`src/rtl/synth_reg_pkg.sv`:
```
package synth_reg_pkg;

    // ****************************************
    // Word framing
    // ****************************************
    localparam int WORD_W = 32;
    localparam int SEL_W = 3;
    localparam logic [2:0] SEL_R0 = 3'h0;
    localparam logic [2:0] SEL_R1 = 3'h1;
    localparam logic [2:0] SEL_R2 = 3'h2;
    localparam logic [2:0] SEL_R3 = 3'h3;
    localparam logic [2:0] SEL_R4 = 3'h4;
    localparam logic [2:0] SEL_R5 = 3'h5;

    // ****************************************
    // Field positions (low bit of each field)
    // ****************************************
    localparam int F_LO = 3;
    localparam int R0_WHOLE_LO = 15;
    localparam int R1_PHADJ = 28;
    localparam int R1_PRESC = 27;
    localparam int R1_PHASE_LO = 15;
    localparam int R2_NOISE_LO = 29;
    localparam int R2_MUX_LO = 26;
    localparam int R2_DBL = 25;
    localparam int R2_HALF = 24;
    localparam int R2_RCNT_LO = 14;
    localparam int R2_DBB_EN = 13;
    localparam int R2_CP_LO = 9;
    localparam int R2_LDCNT = 8;
    localparam int R2_LDWIN = 7;
    localparam int R2_POL = 6;
    localparam int R2_PD = 5;
    localparam int R2_CP3S = 4;
    localparam int R2_CRST = 3;
    localparam int R3_BSMODE = 23;
    localparam int R3_ABP = 22;
    localparam int R3_CCAN = 21;
    localparam int R3_CSLIP = 18;
    localparam int R3_CDM_LO = 15;
    localparam int R4_FB = 23;
    localparam int R4_ODIV_LO = 20;
    localparam int R4_BSDIV_LO = 12;
    localparam int R4_VCOPD = 11;
    localparam int R4_MUTE = 10;
    localparam int R4_AUXSEL = 9;
    localparam int R4_AUXEN = 8;
    localparam int R4_AUXPW_LO = 6;
    localparam int R4_OUTEN = 5;
    localparam int R5_LOCK_LO = 22;

    // ****************************************
    // Decoded register images
    // ****************************************
    typedef struct packed {
        logic [15:0] whole_divide;
        logic [11:0] channel_numerator;
    } divide_s;

    typedef struct packed {
        logic phase_adjust_enable;
        logic prescaler_select;
        logic [11:0] phase_word;
        logic [11:0] channel_denominator;
    } phase_s;

    typedef struct packed {
        logic [1:0] noise_mode;
        logic [2:0] mux_select;
        logic ref_doubler;
        logic reference_halver;
        logic [9:0] ref_counter;
        logic divider_dbuf_enable;
        logic [3:0] cp_current;
        logic lock_cycle_count_select;
        logic lock_window_select;
        logic pd_polarity;
        logic power_down;
        logic cp_three_state;
        logic counter_reset;
    } refctl_s;

    typedef struct packed {
        logic band_clock_mode;
        logic antibacklash_width_select;
        logic charge_cancel;
        logic slip_reduction_enable;
        logic [1:0] clk_div_mode;
        logic [11:0] clk_div_value;
    } bandclk_s;

    typedef struct packed {
        logic feedback_select;
        logic [2:0] out_div_select;
        logic [7:0] band_clk_div;
        logic vco_power_down;
        logic mute_until_locked;
        logic aux_select;
        logic aux_enable;
        logic [1:0] aux_power;
        logic out_enable;
        logic [1:0] out_power;
    } outctl_s;

    typedef struct packed {
        logic [1:0] lock_pin_mode;
    } lockpin_s;

endpackage

```
`src/rtl/synth_serial_register_map.sv`:
```
`timescale 1ns/1ps
`default_nettype none
module synth_serial_register_map
    import synth_reg_pkg::*;
(
    input wire logic ref_clk,
    input wire logic rst_b,
    input wire logic ser_clk,
    input wire logic ser_data,
    input wire logic load_strobe,
    output divide_s divide_out,
    output phase_s phase_out,
    output refctl_s refctl_out,
    output bandclk_s bandclk_out,
    output outctl_s outctl_out,
    output lockpin_s lockpin_out,
    output logic divide_update
);
    logic [WORD_W-1:0] word;
    logic word_load;

    synth_serial_shifter #(.W(WORD_W)) u_shift (
        .ref_clk(ref_clk),
        .rst_b(rst_b),
        .ser_clk(ser_clk),
        .ser_data(ser_data),
        .load_strobe(load_strobe),
        .word(word),
        .word_load(word_load)
    );

    // ****************************************
    // Decode
    // ****************************************
    logic [SEL_W-1:0] sel;
    logic ld0, ld1, ld2, ld3, ld4, ld5;
    assign sel = word[SEL_W-1:0];
    // Codes 110 and 111 match nothing, so no register moves
    assign ld0 = word_load && (sel == SEL_R0);
    assign ld1 = word_load && (sel == SEL_R1);
    assign ld2 = word_load && (sel == SEL_R2);
    assign ld3 = word_load && (sel == SEL_R3);
    assign ld4 = word_load && (sel == SEL_R4);
    assign ld5 = word_load && (sel == SEL_R5);

    // ****************************************
    // Pending (written) images
    // ****************************************
    phase_s phase_pend_q;
    refctl_s ref_pend_q;
    logic [2:0] odiv_pend_q;

    always_ff @(posedge ref_clk or negedge rst_b) begin
        if (!rst_b) begin
            phase_pend_q <= '0;
        end else if (ld1) begin
            phase_pend_q.phase_adjust_enable <= word[R1_PHADJ];
            phase_pend_q.prescaler_select <= word[R1_PRESC];
            phase_pend_q.phase_word <= word[R1_PHASE_LO +: 12];
            phase_pend_q.channel_denominator <= word[F_LO +: 12];
        end
    end

    always_ff @(posedge ref_clk or negedge rst_b) begin
        if (!rst_b) begin
            ref_pend_q <= '0;
        end else if (ld2) begin
            ref_pend_q.noise_mode <= word[R2_NOISE_LO +: 2];
            ref_pend_q.mux_select <= word[R2_MUX_LO +: 3];
            ref_pend_q.ref_doubler <= word[R2_DBL];
            ref_pend_q.reference_halver <= word[R2_HALF];
            ref_pend_q.ref_counter <= word[R2_RCNT_LO +: 10];
            ref_pend_q.divider_dbuf_enable <= word[R2_DBB_EN];
            ref_pend_q.cp_current <= word[R2_CP_LO +: 4];
            ref_pend_q.lock_cycle_count_select <= word[R2_LDCNT];
            ref_pend_q.lock_window_select <= word[R2_LDWIN];
            ref_pend_q.pd_polarity <= word[R2_POL];
            ref_pend_q.power_down <= word[R2_PD];
            ref_pend_q.cp_three_state <= word[R2_CP3S];
            ref_pend_q.counter_reset <= word[R2_CRST];
        end
    end

    // Taken on every register 4 write, even while unbuffered, so turning
    // buffering on later never applies a stale divider value
    always_ff @(posedge ref_clk or negedge rst_b) begin
        if (!rst_b) begin
            odiv_pend_q <= '0;
        end else if (ld4) begin
            odiv_pend_q <= word[R4_ODIV_LO +: 3];
        end
    end

    // ****************************************
    // Active images
    // ****************************************
    always_ff @(posedge ref_clk or negedge rst_b) begin
        if (!rst_b) begin
            divide_out <= '0;
        end else if (ld0) begin
            divide_out.whole_divide <= word[R0_WHOLE_LO +: 16];
            divide_out.channel_numerator <= word[F_LO +: 12];
        end
    end

    // High in the cycle in which the register 0 write and its buffered fields show
    always_ff @(posedge ref_clk or negedge rst_b) begin
        if (!rst_b) begin
            divide_update <= 1'b0;
        end else begin
            divide_update <= ld0;
        end
    end

    // Unbuffered bits follow their own write; buffered bits wait for register 0
    always_ff @(posedge ref_clk or negedge rst_b) begin
        if (!rst_b) begin
            phase_out <= '0;
        end else begin
            if (ld1) begin
                phase_out.phase_adjust_enable <= word[R1_PHADJ];
                phase_out.prescaler_select <= word[R1_PRESC];
            end
            if (ld0) begin
                phase_out.phase_word <= phase_pend_q.phase_word;
                phase_out.channel_denominator <= phase_pend_q.channel_denominator;
            end
        end
    end

    always_ff @(posedge ref_clk or negedge rst_b) begin
        if (!rst_b) begin
            refctl_out <= '0;
        end else begin
            if (ld2) begin
                refctl_out.noise_mode <= word[R2_NOISE_LO +: 2];
                refctl_out.mux_select <= word[R2_MUX_LO +: 3];
                refctl_out.divider_dbuf_enable <= word[R2_DBB_EN];
                refctl_out.lock_cycle_count_select <= word[R2_LDCNT];
                refctl_out.lock_window_select <= word[R2_LDWIN];
                refctl_out.pd_polarity <= word[R2_POL];
                refctl_out.power_down <= word[R2_PD];
                refctl_out.cp_three_state <= word[R2_CP3S];
                refctl_out.counter_reset <= word[R2_CRST];
            end
            if (ld0) begin
                refctl_out.ref_doubler <= ref_pend_q.ref_doubler;
                refctl_out.reference_halver <= ref_pend_q.reference_halver;
                refctl_out.ref_counter <= ref_pend_q.ref_counter;
                refctl_out.cp_current <= ref_pend_q.cp_current;
            end
        end
    end

    // ****************************************
    // Immediate images (output divider select waits for register 0 while buffered)
    // ****************************************
    always_ff @(posedge ref_clk or negedge rst_b) begin
        if (!rst_b) begin
            bandclk_out <= '0;
        end else if (ld3) begin
            bandclk_out.band_clock_mode <= word[R3_BSMODE];
            bandclk_out.antibacklash_width_select <= word[R3_ABP];
            bandclk_out.charge_cancel <= word[R3_CCAN];
            bandclk_out.slip_reduction_enable <= word[R3_CSLIP];
            bandclk_out.clk_div_mode <= word[R3_CDM_LO +: 2];
            bandclk_out.clk_div_value <= word[F_LO +: 12];
        end
    end

    // Buffer enable is taken from the active register 2 value
    always_ff @(posedge ref_clk or negedge rst_b) begin
        if (!rst_b) begin
            outctl_out <= '0;
        end else begin
            if (ld4) begin
                outctl_out.feedback_select <= word[R4_FB];
                outctl_out.band_clk_div <= word[R4_BSDIV_LO +: 8];
                outctl_out.vco_power_down <= word[R4_VCOPD];
                outctl_out.mute_until_locked <= word[R4_MUTE];
                outctl_out.aux_select <= word[R4_AUXSEL];
                outctl_out.aux_enable <= word[R4_AUXEN];
                outctl_out.aux_power <= word[R4_AUXPW_LO +: 2];
                outctl_out.out_enable <= word[R4_OUTEN];
                outctl_out.out_power <= word[F_LO +: 2];
                if (!refctl_out.divider_dbuf_enable) begin
                    outctl_out.out_div_select <= word[R4_ODIV_LO +: 3];
                end
            end else if (ld0 && refctl_out.divider_dbuf_enable) begin
                outctl_out.out_div_select <= odiv_pend_q;
            end
        end
    end

    always_ff @(posedge ref_clk or negedge rst_b) begin
        if (!rst_b) begin
            lockpin_out <= '0;
        end else if (ld5) begin
            lockpin_out.lock_pin_mode <= word[R5_LOCK_LO +: 2];
        end
    end
endmodule // synth_serial_register_map
`default_nettype wire

```
`src/rtl/synth_serial_shifter.sv`:
```
`timescale 1ns/1ps
`default_nettype none
module synth_serial_shifter
    import synth_reg_pkg::*;
#(
    parameter int W = WORD_W
) (
    input wire logic ref_clk,
    input wire logic rst_b,
    input wire logic ser_clk,
    input wire logic ser_data,
    input wire logic load_strobe,
    output logic [W-1:0] word,
    output logic word_load
);
    // ****************************************
    // Pin synchronisers and edge detect
    // ****************************************
    logic [2:0] clk_s_q, data_s_q, load_s_q;
    logic [W-1:0] shift_q;

    always_ff @(posedge ref_clk or negedge rst_b) begin
        if (!rst_b) begin
            clk_s_q <= '0;
            data_s_q <= '0;
            load_s_q <= '0;
        end else begin
            clk_s_q <= {clk_s_q[1:0], ser_clk};
            data_s_q <= {data_s_q[1:0], ser_data};
            load_s_q <= {load_s_q[1:0], load_strobe};
        end
    end

    // Data is delayed one stage more than the clock so it is read before any late change
    always_ff @(posedge ref_clk or negedge rst_b) begin
        if (!rst_b) begin
            shift_q <= '0;
        end else if (clk_s_q[1] && !clk_s_q[2]) begin
            shift_q <= {shift_q[W-2:0], data_s_q[2]};
        end
    end

    assign word = shift_q;
    assign word_load = load_s_q[1] && !load_s_q[2];
endmodule // synth_serial_shifter
`default_nettype wire

```
`config.mk`:
```
export PLATFORM = sky130hd
export DESIGN_NAME = synth_serial_register_map
export DESIGN_NICKNAME = d
export VERILOG_FILES = /design/src/rtl/synth_reg_pkg.sv /design/src/rtl/synth_serial_register_map.sv /design/src/rtl/synth_serial_shifter.sv
export SDC_FILE = /design/constraint.sdc
export NUM_CORES = 1
export LEC_CHECK = 0
export ABC_AREA = 1
export ABC_CLOCK_PERIOD_IN_PS = 1490
export BUFFER_PORTS_ARGS = -buffer_cell sky130_fd_sc_hd__clkbuf_2
export CAP_MARGIN = 20
export CORE_MARGIN = 10
export CORE_UTILIZATION = 49
export CTS_BUF_LIST = sky130_fd_sc_hd__clkbuf_4
export DETAILED_ROUTE_END_ITERATION = 12
export GPL_TIMING_DRIVEN = 1
export PLACE_DENSITY = 0.75
export SYNTH_ARGS = -nofsm -noshare
export SYNTH_HDL_FRONTEND = slang
export SYNTH_HIERARCHICAL = 1
export SYNTH_SLANG_ARGS = --single-unit
export TNS_END_PERCENT = 10
```
`constraint.sdc`:
```
create_clock -name ref_clk -period 1.49 [get_ports ref_clk]
set_input_delay 0.0745 -clock ref_clk [delete_from_list [all_inputs] [get_ports ref_clk]]
set_output_delay 0.0745 -clock ref_clk [all_outputs]
set_load 0.03 [all_outputs]
```
* Yosys cells after proc, flatten, opt, wreduce, memory -nomap -nowiden
Index checks and enable logic that the tools add are counted.
** Word-level totals
- Bits in registers :: 207
- Bits of input ports :: 5
- Word-level logic and storage cells :: 71
- Output and inout bits :: 124
** Operators by class
- Equality and inequality tests :: 6
- Multiplexer cells :: 3
- Reduce and logical (&&, ||, !) cells :: 14
** Operators with widths (count)
- logical AND 1 bit :: 9
- two-way mux 3 bit :: 3
- == test 3 x 2 -> 1 bit, second input constant :: 2
- == test 3 bit, second input constant :: 2
- == test 3 x 1 -> 1 bit, second input constant :: 1
- zero test 3 bit :: 1
- zero test 1 bit :: 2
- inequality test 2 bit, second input constant :: 1
- AND reduction 2 bit :: 1
- nonzero test 2 bit :: 1

* Depth between registers and ports, before layout
Gate-level depths: netlist (run 1).
- Word-level depth :: 6
- Mapped depth :: 10
- Mapped depth without buffers :: 9

* Cells and area by module
The synthesis (run 1) kept the hierarchy.
** By module, submodules not included
- synth_serial_register_map :: times used 1, area an instance 6168.4 µm², cells each 623, sequential area each 4179.0 µm²
- synth_serial_shifter :: times used 1, area an instance 1565.3 µm², cells each 151, sequential area each 1026.0 µm²

* Least setup slack after synthesis (run 1)
Ideal clock, no wire load.
- Kind :: flip-flop to flip-flop
- Start :: register u_shift.load_s_q[2]
- End :: register ref_pend_q[13] (netlist name)
- Data required time :: 1.368 ns
- Arrival :: 1.194 ns
- Cell stages (with the launch flop) :: 9
- Buffers on the path :: 2
- Path slack :: 0.174 ns
- Library setup time :: 0.122 ns
- Path through :: dfrtp_1 > nor2_1 > inv_1 > nor2_4 > nand3_1 > buf_4 > buf_4 > nand2_1 > o21ai_1
** On the way
- Word-level cells in the longest chain between the ends :: 3
** RTL lines
- start: declaration :: line synth_serial_shifter.sv:19 : logic [2:0] clk_s_q, data_s_q, load_s_q;
- start signal: assignment :: line synth_serial_shifter.sv:30 : load_s_q <= {load_s_q[1:0], load_strobe};
- zero test 1 bit :: line synth_serial_shifter.sv:44 : assign word_load = load_s_q[1] && !load_s_q[2];
- logical AND 1 bit :: line synth_serial_shifter.sv:44
- named net word_load :: line synth_serial_register_map.sv:20 : logic word_load;
- logical AND 1 bit :: line synth_serial_register_map.sv:41 : assign ld2 = word_load && (sel == SEL_R2);
- end: declaration :: line synth_serial_register_map.sv:50 : refctl_s ref_pend_q;
The timed path passes the listed nets, and every way through them passes these cells.
A chain may end at the register's enable or synchronous reset.

* Worst setup path after layout (run 1)
- Start :: register refctl_out[10] (netlist name)
- End :: output port refctl_out[10] (netlist name)
** RTL lines
- start: declaration :: line synth_serial_register_map.sv:13 : output refctl_s refctl_out,
No word-level cell between the ends.

==> flow_summary.ini, run 1 <==
[layout]
layout_common_cells = 308 x nand2_1, 207 x dfrtp_1, 127 x clkbuf_2
nets = 939
final.fill_count = 1336
drive_above_1_share_pct = 25.5
utilization_pct = 60.5
areaGrowthSynthToFinish_pct = 20.3
multi_input_area_um2 = 2100
antenna_cells = 0
final_common_cell = nand2_1
ff_latch_area_um2 = 5180

[power]
ir_worst_vdd_v = 0.000481
intPower_mw = 8.83
combPwrFrac_pct = 14.6
power_frac_seq_pct = 50.4
p_sw_share_pct = 29.9
cellPowerDensity_nw_per_um2 = 1360
switchingPower_mw = 3.76
leakage_nw = 4.94
clkPwrFrac_pct = 35.0

[sta]
fmax_ghz = 0.731
slew_viol_final = 0
rsz0062_at_grt = no
min_period_ns = 1.37
tightest_slew_ns = 0.405
setup_tns_ns = 0
hold_violations = 0
finalCritPeriodShare_pct = 91.8
fin_skew_ns = 0.0295
slew_headroom_pct = 73.0
setup_viol = 0

[setup_path]
max_stage_delay_ns = 0.41
critPathRequiredTime_ns = 1.42
crit_end = refctl_out[10]
startpoint_type = flip-flop
worstSetupPathDepth = 1
cp_cell_sequence = clkbuf_2
end_kind = output port
startpoint = refctl_out[10]
regToRegStartpoint = u_shift/load_s_q[2]
reg2reg_to = ref_pend_q[20]
path_buf_inv = 1
critical-path-top-delay-family = flip-flops
path_class = reg -> out
reg2reg_depth = 7
slowest_stage = dfrtp_1
crit_arrival_ns = 1.29
regToRegSetupSlack_ns = 0.14
worstPathMaxFanout = 4

[floorplanning]
start_util_pct = 50.3
core_area_um2 = 15300
io_pins = 129
die_width_um = 145
die_height_um = 145
num_rows = 45
dieArea_um2 = 21100

[drt]
vias_per_cell = 4.84
wl_per_cell_um = 15.4
dr.pass1.iters = 6
drt_iter0_drc = 454
drt_wl_total_um = 18100
vias = 5701
drc = 0
antenna_left = 0

[global_route]
grt_first_pass_wirelength_um = 30100
overflow = 0
grt_max_degree = 70
track_usage_pct = 17.2
grt_pass1_vias = 5697
antenna_found_initial = 0

[synth]
syn_area_um2 = 7700
yosysWarnings = 6
avgSynthCellArea_um2 = 9.99
synth_nets = 775
netlist_instances = 770

[clock_tree]
insertion_delay_ns = 0.64
cts_root_buffer = clkbuf_4
clock_path_buffers = 3
cts.sinks = 207
cts_inserted_buffers = 51
post_cts_buffers = 0
h-tree-depth = 2
cts_tree = done
cts.clk_slew.worst_paths_ns = 0.07

[placement]
place.port_buffers = 128
hpwlAfterDp_um = 12200
gp_congestion = 0.813

[hold_path]
hp-class = in -> reg
holdCritStartpoint = ser_data

[job]
max-cap-violations = 0

[outcome]
status = finished, final reports clean
sequential cells by signal, summed over array words and instances (netlist names):
register          cells
u_shift/load_s_q      3
ref_pend_q           16
u_shift/data_s_q      3
divide_out           28
phase_out            26
u_shift/clk_s_q       3
divide_update         1
bandclk_out          18
lockpin_out           2
u_shift/word         31
outctl_out           21
phase_pend_q         24
odiv_pend_q           3
refctl_out           28
how the worst min path moves through the flow:
stage / endpoint / slack, ns / depth (start not counted)
after floorplan: bandclk_out[0] / -0.22 / 0
after global placement: outctl_out[19] / 0.03 / 1
after detailed placement: outctl_out[17] / 0.03 / 1
after CTS: u_shift/data_s_q[0] / 0.05 / 2
after global routing: u_shift/data_s_q[0] / 0.06 / 2
final: u_shift/data_s_q[0] / 0.09 / 2
metrics by stage:
step / std cells / setup WS (ns) / hold WS [ns] / cell area [µm²] / power (mW)
global route: 1178 / 0.00874 / 0.0590 / 9260 / 13.2
global placement: 1087 / 0.159 / 0.0310 / 8600 / 8.25
floorplan: 770 / 0.174 / -0.221 / 7700 / 7.56
detailed placement: 1087 / 0.102 / 0.0281 / 8600 / 8.30
finish: 1178 / 0.122 / 0.0892 / 9260 / 12.6
CTS: 1178 / 0.0710 / 0.0464 / 9250 / 12.8
power groups by stage:
| stage | Sequential (mW) | Clock, mW | Combinational, mW |
|---|---|---|---|
| 2_1_floorplan | 6.94 | 0 | 0.616 |
| 3_3_place_gp | 6.43 | 0 | 1.82 |
| 3_5_place_dp | 6.44 | 0 | 1.85 |
| 4_1_cts | 6.34 | 4.55 | 1.86 |
| 5_1_grt | 6.40 | 4.83 | 2.01 |
| 6_report | 6.34 | 4.41 | 1.83 |
final cells by class:
cell class              instances  share of cell area (%)
well taps                     211                    2.85
multi-input cells             486                    22.7
repair buffers                153                    10.6
clock buffers                  75                    6.08
flip-flops and latches        207                    55.9
clock inverters                11                   0.473
inverters                      35                    1.42
repair_timing:
item | 4_1_cts | 5_1_grt
hold buffers | 5 | 0
resized for setup | 0 | 4
setup endpoints to repair | 0 | 31
endpoints found under the hold margin | 210 | 0
layer usage:
layer,track usage [%],vias to the layer above,part of all wire [%]
li1,-,2793,-
met1,23.4,2725,45
met2,26.1,158,47
met3,5.18,25,6.8
met4,5.06,0,1.3
met5,0,-,0
(Power assumes the default switching activity.)
==> inputs of run 2 (changes only) <==
--- a/config.mk
+++ b/config.mk
@@ -8,7 +8,7 @@
 export ABC_AREA = 1
 export ABC_CLOCK_PERIOD_IN_PS = 1490
 export BUFFER_PORTS_ARGS = -buffer_cell sky130_fd_sc_hd__clkbuf_2
-export CAP_MARGIN = 20
+export CORE_ASPECT_RATIO = 0.7
 export CORE_MARGIN = 10
 export CORE_UTILIZATION = 49
 export CTS_BUF_LIST = sky130_fd_sc_hd__clkbuf_4
==> run 2 against run 1 <==
Against the previous run:
- design area is 1.4% higher
- via count is 5.1% higher
- clock power is 6.3% lower
- power is 1.1% lower
- global-route usage is 0.48 points higher
- critical endpoint is now ref_pend_q[7]
- highest routed layer unchanged
==> flow_summary.ini, run 2 (synthesis gave the netlist of run 1 again) <==
[outcome]
status = finished, final reports clean

[job]
max-cap-violations = 0

[floorplanning]
io_pins = 129
die_height_um = 125
start_util_pct = 49.8
dieArea_um2 = 21200
core_area_um2 = 15500
num_rows = 38
die_width_um = 170

[global_route]
antenna_found_initial = 0
grt_pass1_vias = 5811
grt_max_degree = 67
overflow = 0
track_usage_pct = 17.7
grt_first_pass_wirelength_um = 30800

[power]
combPwrFrac_pct = 15.8
power_frac_seq_pct = 51.1
cellPowerDensity_nw_per_um2 = 1330
leakage_nw = 4.98
intPower_mw = 8.65
p_sw_share_pct = 30.5
clkPwrFrac_pct = 33.1
ir_worst_vdd_v = 0.000493
switchingPower_mw = 3.80

[clock_tree]
h-tree-depth = 2
clock_path_buffers = 3
cts_tree = done
cts.sinks = 207
cts.clk_slew.worst_paths_ns = 0.07
cts_root_buffer = clkbuf_4
cts_inserted_buffers = 48
insertion_delay_ns = 0.63

[layout]
drive_above_1_share_pct = 26.0
design_area_um2 = 9390
final_common_cell = nand2_1
layout_common_cells = 305 x nand2_1, 207 x dfrtp_1, 127 x clkbuf_2
nets = 944
largest_register_ffs = 31
antenna_cells = 0
fin_cells = 1164
areaGrowthSynthToFinish_pct = 22.0
utilization_pct = 60.7

[sta]
finalCritPeriodShare_pct = 97.6
slew_headroom_pct = 73.2
min_period_ns = 1.45
hold_violations = 0
slew_viol_final = 0
setup_viol = 0
rsz0062_at_grt = yes
whs_ns = 0.126
tightest_slew_ns = 0.402
fin_skew_ns = 0.0402
fmax_ghz = 0.688

[drt]
drc = 0
drt_wl_total_um = 20300
drt_iter0_drc = 598
vias = 5990
wl_per_cell_um = 17.4
antenna_left = 0
dr.pass1.iters = 6
vias_per_cell = 5.15

[setup_path]
worstPathMaxFanout = 24
critPathRequiredTime_ns = 1.96
end_kind = flip-flop
crit_arrival_ns = 1.93
path_class = reg -> reg
startpoint_type = flip-flop

[hold_path]
hp-class = in -> reg

[placement]
hpwlAfterDp_um = 12700
dp.cells = 1077
place.port_buffers = 128
placed_area_um2 = 8580
gp_congestion = 0.791
==> run 2: cell count changes in the layout (fill, tap and decap cells not counted), moves of 3 or more <==
cell       delta
clkbuf_4      -8
o21ai_0       -7
o21ai_1       +7
clkbuf_16     +5
clkinv_1      -3
nand2_1       -3
==> run 2: critical path: stages, from the launching register on <==
cell and delay, ns:
dfrtp_1 0.36, inv_2 0.05, nor2_4 0.11, inv_2 0.05, nor2_4 0.12, buf_12 0.14, nand3_4 0.14, buf_12 0.20
nand2_1 0.07, o21ai_1 0.08
==> run 2: metrics by stage <==
stage | worst slack [ns] | power, mW | setup TNS [ns]
floorplan | 0.174 | 7.56 | 0
global placement | 0.121 | 8.26 | 0
detailed placement | 0.0557 | 8.30 | 0
CTS | 0.0245 | 12.4 | 0
global route | -0.0601 | 13.1 | -0.297
finish | 0.0362 | 12.5 | 0
==> run 2: area by class of cell <==
class / instances / area [µm²]
Multi-Input combinational cell: 486 / 2130
Tap cell: 200 / 250
Clock buffer: 67 / 503
Timing Repair Buffer: 161 / 1150
Clock inverter: 8 / 37.5
Sequential cell: 207 / 5180
Fill cell: 1281 / 6070
Inverter: 35 / 134
==> run 2: what timing repair did <==
item,CTS,global route
gates resized for setup,0,25
setup endpoints to repair,0,127
setup buffers,0,2
endpoints found under the hold margin,210,0
hold buffers,5,0
==> run 2: power groups by stage <==
stage | Sequential, mW | Combinational [mW] | Clock [mW]
6_report | 6.36 | 1.97 | 4.13
5_1_grt | 6.41 | 2.14 | 4.53
4_1_cts | 6.35 | 1.87 | 4.22
3_5_place_dp | 6.45 | 1.85 | 0
3_3_place_gp | 6.44 | 1.82 | 0
2_1_floorplan | 6.94 | 0.616 | 0
==> run 2: final timing paths <==
| check | startpoint | end | slack (ns) | cells after the start |
|---|---|---|---|---|
| worst max-delay path | u_shift/load_s_q[1] | ref_pend_q[7] | 0.04 | 9 |
| worst min-delay path | ser_clk | u_shift/clk_s_q[0] | 0.13 | 2 |
| worst max register to register | u_shift/load_s_q[1] | ref_pend_q[7] | 0.04 | 9 |
| worst min register to register | u_shift/data_s_q[0] | u_shift/data_s_q[1] | 0.35 | 0 |
| max in group asynchronous | rst_b | phase_out[15] | 0.36 | 4 |
| min in group asynchronous | rst_b | bandclk_out[8] | 0.49 | 3 |
==> run 2: routing by layer <==
metal	vias up	part of all wire [%]	global-route usage [%]	routed length (µm)
li1	2809	-	-	-
met1	2918	45	25.0	9080
met2	237	45	25.7	9110
met3	26	9.0	5.26	1820
met4	0	1.3	5.10	266
met5	-	0	0	0
